**config.mk**
```make
export PLATFORM = sky130hd
export DESIGN_NAME = swl_engine_regs
export DESIGN_NICKNAME = d
export VERILOG_FILES = /design/src/rtl/swl_engine_regs.v /design/src/rtl/swl_sat_counter.v /design/src/rtl/swl_drop_classify.v
export VERILOG_INCLUDE_DIRS = /design/src /design/src/rtl
export SDC_FILE = /design/constraint.sdc
export NUM_CORES = 1
export LEC_CHECK = 0
export BUFFER_PORTS_ARGS = -buffer_cell sky130_fd_sc_hd__buf_4
export CORE_UTILIZATION = 45
export DETAILED_ROUTE_END_ITERATION = 6
export PLACE_DENSITY = 0.67
export RECOVER_POWER = 100
export SYNTH_ARGS = -nofsm -noshare
export SYNTH_HDL_FRONTEND = slang
export SYNTH_HIERARCHICAL = 1
export SYNTH_SLANG_ARGS = --single-unit
```
**constraint.sdc**
```tcl
create_clock -name clk_i -period 2.15 [get_ports clk_i]
set_clock_uncertainty 0.05 [all_clocks]
set_input_delay 0.1075 -clock clk_i [delete_from_list [all_inputs] [get_ports clk_i]]
set_output_delay 0.1075 -clock clk_i [all_outputs]
set_load 0.1 [all_outputs]
```
**src/rtl/swl_regs_map.vh**
```
`ifndef SWL_REGS_MAP_VH
`define SWL_REGS_MAP_VH

// ----------------------------------------------------------------
// Register indices (byte address is four times the index)
// ----------------------------------------------------------------
`define SWL_IDX_CNT0 13'h1858
`define SWL_IDX_CNT1 13'h1859
`define SWL_IDX_CNT2 13'h185A
`define SWL_IDX_MASK 13'h1880
`define SWL_IDX_STATUS 13'h1881

// ----------------------------------------------------------------
// Reset values and counter saturation limit
// ----------------------------------------------------------------
`define SWL_RST_CNT 32'h00000000
`define SWL_RST_MASK 1'h1
`define SWL_CNT_MAX 32'hFFFFFFFF

// ----------------------------------------------------------------
// Field positions
// ----------------------------------------------------------------
`define SWL_MASK_BIT 0
`define SWL_ST_PEND 0
`define SWL_ST_A_VALID 1
`define SWL_ST_A_PORT_LO 2
`define SWL_ST_A_PORT_HI 3
`define SWL_ST_A_RSN_LO 4
`define SWL_ST_A_RSN_HI 7
`define SWL_ST_B_VALID 8
`define SWL_ST_B_PORT_LO 9
`define SWL_ST_B_PORT_HI 10
`define SWL_ST_B_RSN_LO 11
`define SWL_ST_B_RSN_HI 14

// ----------------------------------------------------------------
// Drop reason codes
// ----------------------------------------------------------------
`define SWL_RSN_UNTAGGED 4'h0
`define SWL_RSN_UNK_SRC_NONMEMBER 4'h1
`define SWL_RSN_SRC_NOT_FWD 4'h2
`define SWL_RSN_DST_NOT_FWD 4'h3
`define SWL_RSN_DST_NONMEMBER 4'h4
`define SWL_RSN_SRC_NONMEMBER 4'h5
`define SWL_RSN_UNK_UNICAST 4'h6
`define SWL_RSN_UNK_MULTICAST 4'h7
`define SWL_RSN_BCAST_THROTTLE 4'h8
`define SWL_RSN_UNK_SRC_NOT_FWD 4'h9
`define SWL_RSN_SAME_PORT 4'hA
`define SWL_RSN_ENTRY_FILTER 4'hB
`define SWL_RSN_VID_ALL_ONES 4'hE

`endif

```
**src/rtl/swl_engine_regs.v**
```verilog
`timescale 1ns/1ps
`default_nettype none
`include "swl_regs_map.vh"

module swl_engine_regs
(
   input wire clk_i,
   input wire nrst_i,
   input wire [14:0] avs_address_i,
   input wire avs_read_i,
   input wire avs_write_i,
   input wire [31:0] avs_writedata_i,
   input wire [3:0] avs_byteenable_i,
   output reg [31:0] avs_readdata_o,
   output reg avs_waitrequest_o,
   input wire [2:0] learn_discard_i,
   input wire drop_i,
   input wire [1:0] drop_port_i,
   input wire da_known_i,
   input wire da_bcast_i,
   input wire da_mcast_i,
   input wire admit_tagged_only_i,
   input wire pkt_tagged_i,
   input wire vid_all_ones_i,
   input wire member_check_i,
   input wire admit_nonmember_i,
   input wire src_member_i,
   input wire dst_member_i,
   input wire src_fwd_i,
   input wire dst_fwd_i,
   input wire drop_unknown_i,
   input wire filter_mcast_i,
   input wire bcast_throttled_i,
   input wire same_port_i,
   input wire entry_filter_i,
   output reg engine_irq_o
);

   // ----------------------------------------------------------------
   // Bus access
   // ----------------------------------------------------------------
   wire acc_go;
   wire rd_go;
   wire wr_go;
   wire [12:0] word_idx;
   wire sel_cnt0;
   wire sel_cnt1;
   wire sel_cnt2;
   wire sel_mask;
   wire sel_status;
   wire [2:0] cnt_clr;
   wire [31:0] cnt_val [0:2];

   // A request is taken only while waitrequest is high, so a held
   // request is never acted on twice.
   assign acc_go = (avs_read_i || avs_write_i) && avs_waitrequest_o;
   assign rd_go = acc_go && avs_read_i;
   assign wr_go = acc_go && avs_write_i;
   assign word_idx = avs_address_i[14:2];
   assign sel_cnt0 = (word_idx == `SWL_IDX_CNT0);
   assign sel_cnt1 = (word_idx == `SWL_IDX_CNT1);
   assign sel_cnt2 = (word_idx == `SWL_IDX_CNT2);
   assign sel_mask = (word_idx == `SWL_IDX_MASK);
   assign sel_status = (word_idx == `SWL_IDX_STATUS);
   assign cnt_clr = {rd_go && sel_cnt2, rd_go && sel_cnt1, rd_go && sel_cnt0};

   // ----------------------------------------------------------------
   // Learn-discard counters
   // ----------------------------------------------------------------
   genvar gi;
   generate
      for (gi = 0; gi < 3; gi = gi + 1)
      begin : g_cnt
         swl_sat_counter u_cnt
         (
            .clk_i(clk_i),
            .nrst_i(nrst_i),
            .inc_i(learn_discard_i[gi]),
            .clr_i(cnt_clr[gi]),
            .cnt_o(cnt_val[gi])
         );
      end
   endgenerate

   // ----------------------------------------------------------------
   // Drop classification
   // ----------------------------------------------------------------
   wire [3:0] cls_reason;
   wire cls_match;
   wire rec;

   swl_drop_classify u_cls
   (
      .da_known_i(da_known_i),
      .da_bcast_i(da_bcast_i),
      .da_mcast_i(da_mcast_i),
      .admit_tagged_only_i(admit_tagged_only_i),
      .pkt_tagged_i(pkt_tagged_i),
      .vid_all_ones_i(vid_all_ones_i),
      .member_check_i(member_check_i),
      .admit_nonmember_i(admit_nonmember_i),
      .src_member_i(src_member_i),
      .dst_member_i(dst_member_i),
      .src_fwd_i(src_fwd_i),
      .dst_fwd_i(dst_fwd_i),
      .drop_unknown_i(drop_unknown_i),
      .filter_mcast_i(filter_mcast_i),
      .bcast_throttled_i(bcast_throttled_i),
      .same_port_i(same_port_i),
      .entry_filter_i(entry_filter_i),
      .reason_o(cls_reason),
      .match_o(cls_match)
   );

   // A reserved source port is never recorded.
   assign rec = drop_i && cls_match && (drop_port_i != 2'h3);

   // ----------------------------------------------------------------
   // Mask and status registers
   // ----------------------------------------------------------------
   reg mask_reg;
   reg mask_next;
   reg pend_reg;
   reg pend_next;
   reg a_valid_reg;
   reg a_valid_next;
   reg [1:0] a_port_reg;
   reg [1:0] a_port_next;
   reg [3:0] a_rsn_reg;
   reg [3:0] a_rsn_next;
   reg b_valid_reg;
   reg b_valid_next;
   reg [1:0] b_port_reg;
   reg [1:0] b_port_next;
   reg [3:0] b_rsn_reg;
   reg [3:0] b_rsn_next;
   wire st_clr;
   wire [31:0] status_word;

   assign st_clr = rd_go && sel_status;

   assign status_word = {17'h00000, b_rsn_reg, b_port_reg, b_valid_reg,
                         a_rsn_reg, a_port_reg, a_valid_reg, pend_reg};

   always @*
   begin
      mask_next = mask_reg;
      if (wr_go && sel_mask && avs_byteenable_i[0])
      begin
         mask_next = avs_writedata_i[`SWL_MASK_BIT];
      end
   end

   // A drop in the cycle of a status read lands after the clear, so
   // it is never lost. With both records full a third drop only
   // keeps the pending bit set.
   always @*
   begin
      a_valid_next = a_valid_reg;
      a_port_next = a_port_reg;
      a_rsn_next = a_rsn_reg;
      b_valid_next = b_valid_reg;
      b_port_next = b_port_reg;
      b_rsn_next = b_rsn_reg;
      pend_next = pend_reg;
      if (st_clr)
      begin
         pend_next = 1'b0;
         a_valid_next = 1'b0;
         a_port_next = 2'h0;
         a_rsn_next = 4'h0;
         b_valid_next = 1'b0;
         b_port_next = 2'h0;
         b_rsn_next = 4'h0;
      end
      if (rec)
      begin
         pend_next = 1'b1;
         if (!a_valid_next)
         begin
            a_valid_next = 1'b1;
            a_port_next = drop_port_i;
            a_rsn_next = cls_reason;
         end
         else if (!b_valid_next)
         begin
            b_valid_next = 1'b1;
            b_port_next = drop_port_i;
            b_rsn_next = cls_reason;
         end
      end
   end

   always @(posedge clk_i or negedge nrst_i)
   begin
      if (!nrst_i)
      begin
         mask_reg <= `SWL_RST_MASK;
         pend_reg <= 1'b0;
         a_valid_reg <= 1'b0;
         a_port_reg <= 2'h0;
         a_rsn_reg <= 4'h0;
         b_valid_reg <= 1'b0;
         b_port_reg <= 2'h0;
         b_rsn_reg <= 4'h0;
      end
      else
      begin
         mask_reg <= mask_next;
         pend_reg <= pend_next;
         a_valid_reg <= a_valid_next;
         a_port_reg <= a_port_next;
         a_rsn_reg <= a_rsn_next;
         b_valid_reg <= b_valid_next;
         b_port_reg <= b_port_next;
         b_rsn_reg <= b_rsn_next;
      end
   end

   // ----------------------------------------------------------------
   // Read data and handshake
   // ----------------------------------------------------------------
   reg [31:0] rd_mux;

   always @*
   begin
      rd_mux = 32'h00000000;
      if (sel_cnt0)
         rd_mux = cnt_val[0];
      else if (sel_cnt1)
         rd_mux = cnt_val[1];
      else if (sel_cnt2)
         rd_mux = cnt_val[2];
      else if (sel_mask)
         rd_mux = {31'h00000000, mask_reg};
      else if (sel_status)
         rd_mux = status_word;
   end

   // Every access answers one edge after it is taken: waitrequest
   // falls for exactly one cycle with the read data beside it.
   always @(posedge clk_i or negedge nrst_i)
   begin
      if (!nrst_i)
      begin
         avs_waitrequest_o <= 1'b1;
         avs_readdata_o <= 32'h00000000;
      end
      else
      begin
         avs_waitrequest_o <= !acc_go;
         if (rd_go)
         begin
            avs_readdata_o <= rd_mux;
         end
      end
   end

   // ----------------------------------------------------------------
   // Interrupt request
   // ----------------------------------------------------------------
   // The request follows the next-state values, so a drop, a status
   // read or a mask write shows on the request at the same edge.
   always @(posedge clk_i or negedge nrst_i)
   begin
      if (!nrst_i)
      begin
         engine_irq_o <= 1'b0;
      end
      else
      begin
         engine_irq_o <= pend_next && !mask_next;
      end
   end

endmodule
`default_nettype wire

```
**src/rtl/swl_sat_counter.v**
```verilog
`timescale 1ns/1ps
`default_nettype none
`include "swl_regs_map.vh"

module swl_sat_counter
(
   input wire clk_i,
   input wire nrst_i,
   input wire inc_i,
   input wire clr_i,
   output reg [31:0] cnt_o
);

   reg [31:0] cnt_next;

   // An increment in the clearing cycle survives as a count of one.
   always @*
   begin
      cnt_next = cnt_o;
      if (clr_i)
      begin
         cnt_next = inc_i ? 32'h00000001 : `SWL_RST_CNT;
      end
      else if (inc_i && (cnt_o != `SWL_CNT_MAX))
      begin
         cnt_next = cnt_o + 32'h00000001;
      end
   end

   always @(posedge clk_i or negedge nrst_i)
   begin
      if (!nrst_i)
      begin
         cnt_o <= `SWL_RST_CNT;
      end
      else
      begin
         cnt_o <= cnt_next;
      end
   end

endmodule
`default_nettype wire

```
**src/rtl/swl_drop_classify.v**
```verilog
`timescale 1ns/1ps
`default_nettype none
`include "swl_regs_map.vh"

module swl_drop_classify
(
   input wire da_known_i,
   input wire da_bcast_i,
   input wire da_mcast_i,
   input wire admit_tagged_only_i,
   input wire pkt_tagged_i,
   input wire vid_all_ones_i,
   input wire member_check_i,
   input wire admit_nonmember_i,
   input wire src_member_i,
   input wire dst_member_i,
   input wire src_fwd_i,
   input wire dst_fwd_i,
   input wire drop_unknown_i,
   input wire filter_mcast_i,
   input wire bcast_throttled_i,
   input wire same_port_i,
   input wire entry_filter_i,
   output reg [3:0] reason_o,
   output reg match_o
);

   // Checks are taken in a fixed order; reserved codes are never chosen.
   always @*
   begin
      reason_o = `SWL_RSN_UNTAGGED;
      match_o = 1'b1;
      if (vid_all_ones_i)
         reason_o = `SWL_RSN_VID_ALL_ONES;
      else if (admit_tagged_only_i && !pkt_tagged_i)
         reason_o = `SWL_RSN_UNTAGGED;
      else if (!da_known_i)
      begin
         if (!src_fwd_i)
            reason_o = `SWL_RSN_UNK_SRC_NOT_FWD;
         else if (da_bcast_i && bcast_throttled_i)
            reason_o = `SWL_RSN_BCAST_THROTTLE;
         else if (member_check_i && !admit_nonmember_i && !src_member_i)
            reason_o = `SWL_RSN_UNK_SRC_NONMEMBER;
         else if (drop_unknown_i && !da_bcast_i && !da_mcast_i)
            reason_o = `SWL_RSN_UNK_UNICAST;
         else if (filter_mcast_i && da_mcast_i && !da_bcast_i)
            reason_o = `SWL_RSN_UNK_MULTICAST;
         else
            match_o = 1'b0;
      end
      else
      begin
         if (!src_fwd_i)
            reason_o = `SWL_RSN_SRC_NOT_FWD;
         else if (!dst_fwd_i)
            reason_o = `SWL_RSN_DST_NOT_FWD;
         else if (member_check_i && !dst_member_i)
            reason_o = `SWL_RSN_DST_NONMEMBER;
         else if (member_check_i && !admit_nonmember_i && !src_member_i)
            reason_o = `SWL_RSN_SRC_NONMEMBER;
         else if (same_port_i)
            reason_o = `SWL_RSN_SAME_PORT;
         else if (entry_filter_i)
            reason_o = `SWL_RSN_ENTRY_FILTER;
         else
            match_o = 1'b0;
      end
   end

endmodule
`default_nettype wire

```
==> metrics.yaml, run 1 <==
status: "finished with violations"
violations: "negative setup slack"
ys_ff_latch: 146
path_cells: "nand4_2, buf_4, or4_4, or4_4, or3_4, a21oi_2"
critPathArrivalTime_ns: 2.48
largest_register_ffs: 96
worst_ep_required_time_ns: 2.47
synth-main-ff-cell: "dfrtp_1"
hp-class: "input port to register"
sw_frac_of_total_pct: 32.4
row_count: 50
die_width_um: 141
rsz0062_at_grt: "yes"
reg2reg_depth: 6
multi_input_area_um2: 4820
p_comb_share_pct: 22.1
reg2reg_to: "g_cnt[1].u_cnt/cnt_o[25]$_DFFE_PN0P_"
cts.clk_slew.worst_paths_ns: 0.06
drive_above_1_share_pct: 25.9
avgSynthCellArea_um2: 9.13
worstSetupPathType: "register to register"
max_freq_mhz: 463
p_leak_nw: 4.74
yosys_warnings: 6
clk_latency_ns: 0.44
via_count: 8298
root_buffer: "clkbuf_16"
crit_fanout: 4
core_um2: 18800
diodes: 0
vdd_drop_max_v: 0.000482
cpPeakStageDelay_ns: 0.48
track_usage_pct: 25.5
final-seq-area_um2: 3660
setup_violations: 1
crit_buf_inv: 1
whs_path_depth: 4
reg_top3: "g_cnt.u_cnt/cnt_o x96, avs_readdata_o x32"
grt_pass1_vias: 7736
regToRegSetupSlack_ns: -0.01
final_cell_mix: "buf_4, dfrtp_1, nand2_1"
intPower_mw: 5.23
die_h_um: 141
cts_buffers: 17
die_area_um2: 19800
slew_headroom_pct: 5.97
p_clk_share_pct: 36.3
wire_per_inst_um: 17.8
slew_violations: 0
p_switching_mw: 2.50
place_ws_ns: 0.0166
h-tree-depth: 4
grt_pass1_wl_mm: 39.6
cp-startpoint: "g_cnt[1].u_cnt/cnt_o[15]$_DFFE_PN0P_"
power_mw: 7.73
crit_family: "simple AND/OR/NAND/NOR gates"
syn_inst: 950
ys_async_sr_fraction_pct: 100
synthesis.area_um2: 8680
syn-num-nets: 1031
layout_setup_ws_ns: -0.0102
vias_per_cell: 5.84
synthToLayoutAreaGrowth_pct: 30.0
holdPathEnd: "b_rsn_reg[0]$_DFF_PN0_"
dp_hpwl_mm: 18.0
max_slew.worst_pin.slew_ns: 1.41
period_share_pct: 100
hold_viol: 0
p_per_area_nw_per_um2: 685
crit_slowest_cell: "or4_4"
drt-total-wl_mm: 25.3
drt_iter0_markers: 605
antenna_found_initial: 0
grt_start_max_net_pins: 55
finalNetCount: 1230
first_pass_iters: 5
worstSetupEndpointType: "register"
min_period_ns: 2.16
io_buffer_count: 75
hold_start: "da_known_i"
cts.sinks: 146
cts_buffer_depth: 2
crit_path_start_kind: "register"
num-fill-cells: 1627
io_pins: 112
yosysSeqAreaShare_pct: 42.1
layout_commonest_cell: "buf_4"
timing.rr.start: "g_cnt[1].u_cnt/cnt_o[15]$_DFFE_PN0P_"
synth_cell_type_count: 77
grt_overflow_total: 0
gp_congestion: 0.867
drcViolationCount: 0
seq_power_share_pct: 41.5
synth-edff-count: 0
cpMostUsedCell: "or4_4"
cap_violations: 0
initial_utilization_pct: 46.1
cts_tree: "done"
regMostFlops: "g_cnt.u_cnt/cnt_o"
final_antenna_net_count: 0
layout make-up:
cell class                      instances  share of cell area, %
Multi-Input combinational cell        711                   42.8
Sequential cell                       146                   32.4
Timing Repair Buffer                  234                   15.8
Clock inverter                         12                  0.965
Clock buffer                           20                   3.87
Inverter                               39                   1.30
Tap cell                              260                   2.88
worst reg2reg max path, stage by stage (launching register included):
cell and delay [ns]:
dfrtp_1 0.37, nand4_2 0.14, buf_4 0.17, or4_4 0.48, or4_4 0.42, or3_4 0.34
a21oi_2 0.13
metrics by stage:
step                std cells  TNS (ns)  hold WS [ns]  area [um^2]  util [%]
global placement         1364         0        0.0470        10400      55.3
detailed placement       1364         0        0.0447        10400      55.3
finish                   1422   -0.0102        0.0305        11300      59.9
floorplan                 950    -0.338        -0.238         8720         -
CTS                      1405         0       0.00273        11100      58.7
global route             1422    -0.999        0.0372        11300      59.9
cell families after synthesis:
kind of cell	Yosys count	share of synthesized area [%]
xor+xnor	21	2.12
simple gates	405	27.4
fa+ha+maj	3	0.433
buf+inv	93	4.56
compound gates	266	21.3
mux	16	2.03
flops	146	42.1
layer usage:
layer / wire length [um] / global-route usage, %
met5: 0 / 0
met4: 578 / 8.75
met1: 11400 / 34.9
met3: 1350 / 5.06
met2: 11900 / 40.3
how the worst max path moves through the flow:
| stage | end | slack (ns) | cells past startpoint |
|---|---|---|---|
| 2_1_floorplan | g_cnt[1].u_cnt/cnt_o[28]$_DFFE_PN0P_ | -0.08 | 6 |
| 5_1_grt | g_cnt[1].u_cnt/cnt_o[31]$_DFFE_PN0P_ | -0.09 | 7 |
| 3_5_place_dp | g_cnt[1].u_cnt/cnt_o[25]$_DFFE_PN0P_ | 0.02 | 6 |
| 6_report | g_cnt[1].u_cnt/cnt_o[25]$_DFFE_PN0P_ | -0.01 | 6 |
| 4_1_cts | g_cnt[1].u_cnt/cnt_o[25]$_DFFE_PN0P_ | 0.003 | 6 |
| 3_3_place_gp | g_cnt[1].u_cnt/cnt_o[25]$_DFFE_PN0P_ | 0.02 | 6 |
repair_timing:
action / CTS / global route
setup endpoints to repair: 0 / 45
hold buffers: 9 / 0
setup buffers: 0 / 10
resized for setup: 0 / 64
endpoints found under the hold margin: 62 / 0
synthesized netlist by cell type (14+ instances only):
cell type	n	area, um^2
nor2b_1	23	144
a21oi_1	78	390
o21ai_0	58	290
nand2b_1	17	106
nand2_1	82	308
a41oi_1	20	175
inv_1	38	143
and4_1	17	149
o2bb2ai_1	16	140
or3_1	45	282
nand4_1	23	144
or4_1	21	158
nor2_1	50	188
o221ai_1	17	149
clkbuf_1	39	146
o31ai_1	22	165
dfrtp_1	144	3600
nor4_1	14	87.6
and2_1	26	163
nand3_1	38	190
xnor2_1	16	140
power groups by stage:
stage | clock (mW) | sequential (mW) | combinational, mW
after global routing | 2.98 | 3.24 | 1.85
after detailed placement | 0 | 3.25 | 1.69
after CTS | 2.86 | 3.21 | 1.71
after floorplan | 0 | 3.66 | 0.570
after global placement | 0 | 3.23 | 1.66
final | 2.81 | 3.21 | 1.71
No activity file was read; power rests on OpenSTA's default activity.
==> run 2: changes to the inputs <==
- HOLD_SLACK_MARGIN: default -> 0.05
==> run 2 against run 1 <==
The flow still finishes with violations (negative setup slack). Utilization rose by 0.21 points. Sequential power barely moved. Power is essentially flat. Die area unchanged. Via count fell by 0.14%. Register-to-register slack is essentially flat. Largest cell class unchanged.
==> metrics.yaml, run 2 (same netlist as run 1, synthesis figures left out) <==
worstSetupEndpointType: "register"
layout_setup_ws_ns: -0.0140  # -0.00384 ns
final_cells: 1425  # +0.21%
largest_register_ffs: 96  # unchanged
vdd_drop_max_v: 0.000479  # -0.58%
seq_power_share_pct: 41.5  # about the same
first_pass_iters: 5  # unchanged
vias_per_cell: 5.81  # -0.35%
grt_pass1_wl_mm: 39.7  # +0.17%
cts_tree: "done"
final_util_pct: 60.1  # +0.21 points
reg2reg_depth: 7  # +1
final_antenna_net_count: 0  # unchanged
cts_buffer_depth: 2  # unchanged
drcViolationCount: 0  # unchanged
root_buffer: "clkbuf_16"
io_buffer_count: 75  # unchanged
crit_path_start_kind: "register"
cts_buffers: 17  # unchanged
die_width_um: 141  # unchanged
via_count: 8286  # -0.14%
slew_headroom_pct: 6.16  # +0.19 points
p_per_area_nw_per_um2: 683  # -0.33%
reg_top3: "g_cnt.u_cnt/cnt_o x96, avs_readdata_o x32"
grt_overflow_total: 0  # unchanged
p_switching_mw: 2.50  # -0.14%
clk_latency_ns: 0.44  # about the same
drive_above_1_share_pct: 25.9  # about the same
final_cell_mix: "buf_4, dfrtp_1, nand2_1"
synthToLayoutAreaGrowth_pct: 30.5
hp-class: "input port to register"
max_freq_mhz: 462  # -0.18%
setup_violations: 4  # +3
wire_per_inst_um: 17.8  # +0.10%
intPower_mw: 5.23  # about the same
max_slew.worst_pin.slew_ns: 1.41  # -0.00286 ns
cap_violations: 0  # unchanged
whs_path_depth: 5  # +1
status: "finished with violations"
grt_pass1_vias: 7748  # +0.16%
die_h_um: 141  # unchanged
diodes: 0  # unchanged
gp_congestion: 0.867  # unchanged
h-tree-depth: 4  # unchanged
min_period_ns: 2.16  # +0.00384 ns
critPathArrivalTime_ns: 2.47  # about the same
rsz0062_at_grt: "yes"
sw_frac_of_total_pct: 32.3  # -0.050 points
io_pins: 112  # unchanged
setup-tns-final_ns: -0.0492  # -0.0390 ns
track_usage_pct: 25.6  # +0.059 points
multi_input_area_um2: 4830  # +0.21%
row_count: 50  # unchanged
dp_hpwl_mm: 18.0  # unchanged
die_area_um2: 19800  # unchanged
p_clk_share_pct: 36.2  # about the same
violations: "negative setup slack"
drt_iter0_markers: 605  # unchanged
power_mw: 7.73  # about the same
core_um2: 18800  # unchanged
grt_start_max_net_pins: 55  # unchanged
regMostFlops: "g_cnt.u_cnt/cnt_o"
num-fill-cells: 1623  # -0.25%
hold_viol: 0  # unchanged
layout_commonest_cell: "buf_4"
worst_ep_required_time_ns: 2.46  # about the same
p_leak_nw: 4.75  # +0.30%
slew_violations: 0  # unchanged
worstSetupPathType: "register to register"
cts.clk_slew.worst_paths_ns: 0.06  # about the same
initial_utilization_pct: 46.1  # unchanged
period_share_pct: 101  # +0.18 points
p_comb_share_pct: 22.2  # about the same
drt-total-wl_mm: 25.4  # +0.31%
cts.sinks: 146  # unchanged
finalNetCount: 1233  # +0.24%
place_ws_ns: 0.0166  # unchanged
final-seq-area_um2: 3660  # unchanged
antenna_found_initial: 0  # unchanged
place_inst: 1364  # unchanged
crit_fanout: 5  # +1
==> run 2: final cells by class <==
cell class,count,area share (%)
tap,260,2.87
clock inverter,12,0.962
sequential,146,32.3
inverter,39,1.29
multi-input combinational,711,42.7
clock buffer,20,3.86
timing repair buffer,237,16.0
==> run 2: final timing paths <==
check	startpoint	endpoint	slack, ns
max	g_cnt[1].u_cnt/cnt_o[15]$_DFFE_PN0P_	g_cnt[1].u_cnt/cnt_o[31]$_DFFE_PN0P_	-0.01
min	src_fwd_i	b_rsn_reg[0]$_DFF_PN0_	0.15
max reg2reg	g_cnt[1].u_cnt/cnt_o[15]$_DFFE_PN0P_	g_cnt[1].u_cnt/cnt_o[31]$_DFFE_PN0P_	-0.01
min reg2reg	avs_readdata_o[25]$_DFFE_PN0P_	avs_readdata_o[25]$_DFFE_PN0P_	0.41
max in group asynchronous	nrst_i	mask_reg$_DFF_PN1_	0.63
min in group asynchronous	nrst_i	g_cnt[0].u_cnt/cnt_o[2]$_DFFE_PN0P_	0.48
==> run 2: power groups by stage <==
| stage | registers, mW | clock network (mW) | logic (mW) |
|---|---|---|---|
| 3_5_place_dp | 3.25 | 0 | 1.69 |
| 5_1_grt | 3.24 | 2.98 | 1.86 |
| 3_3_place_gp | 3.23 | 0 | 1.66 |
| 4_1_cts | 3.21 | 2.86 | 1.72 |
| 6_report | 3.21 | 2.80 | 1.72 |
| 2_1_floorplan | 3.66 | 0 | 0.570 |
==> run 2: through the flow <==
stage | hold WS, ns | area (um^2)
finish | 0.153 | 11300
floorplan | -0.238 | 8720
detailed placement | 0.0447 | 10400
global route | 0.161 | 11300
CTS | 0.126 | 11100
global placement | 0.0470 | 10400
==> run 2: worst max-delay path: stages (launching register included) <==
cell and delay, ns:
dfrtp_1 0.36, nand4_2 0.14, or4_4 0.57, buf_12 0.16, o31ai_4 0.37, buf_6 0.21
o31ai_4 0.06, a21oi_1 0.16
==> run 2: timing repair <==
item,CTS,global route
gates resized for setup,0,66
hold endpoints to repair,166,0
setup endpoints to repair,0,57
hold buffers,12,0
buffers inserted,0,10
==> run 2: layer usage <==
metal  GRT usage [%]  part of all wire [%]  vias to the layer above
met5               0                     0                        -
met4            8.75                   2.3                        0
met3            5.06                   5.4                       49
met2            40.5                    47                      239
met1            34.9                    45                     4011
li1                -                     -                     3987
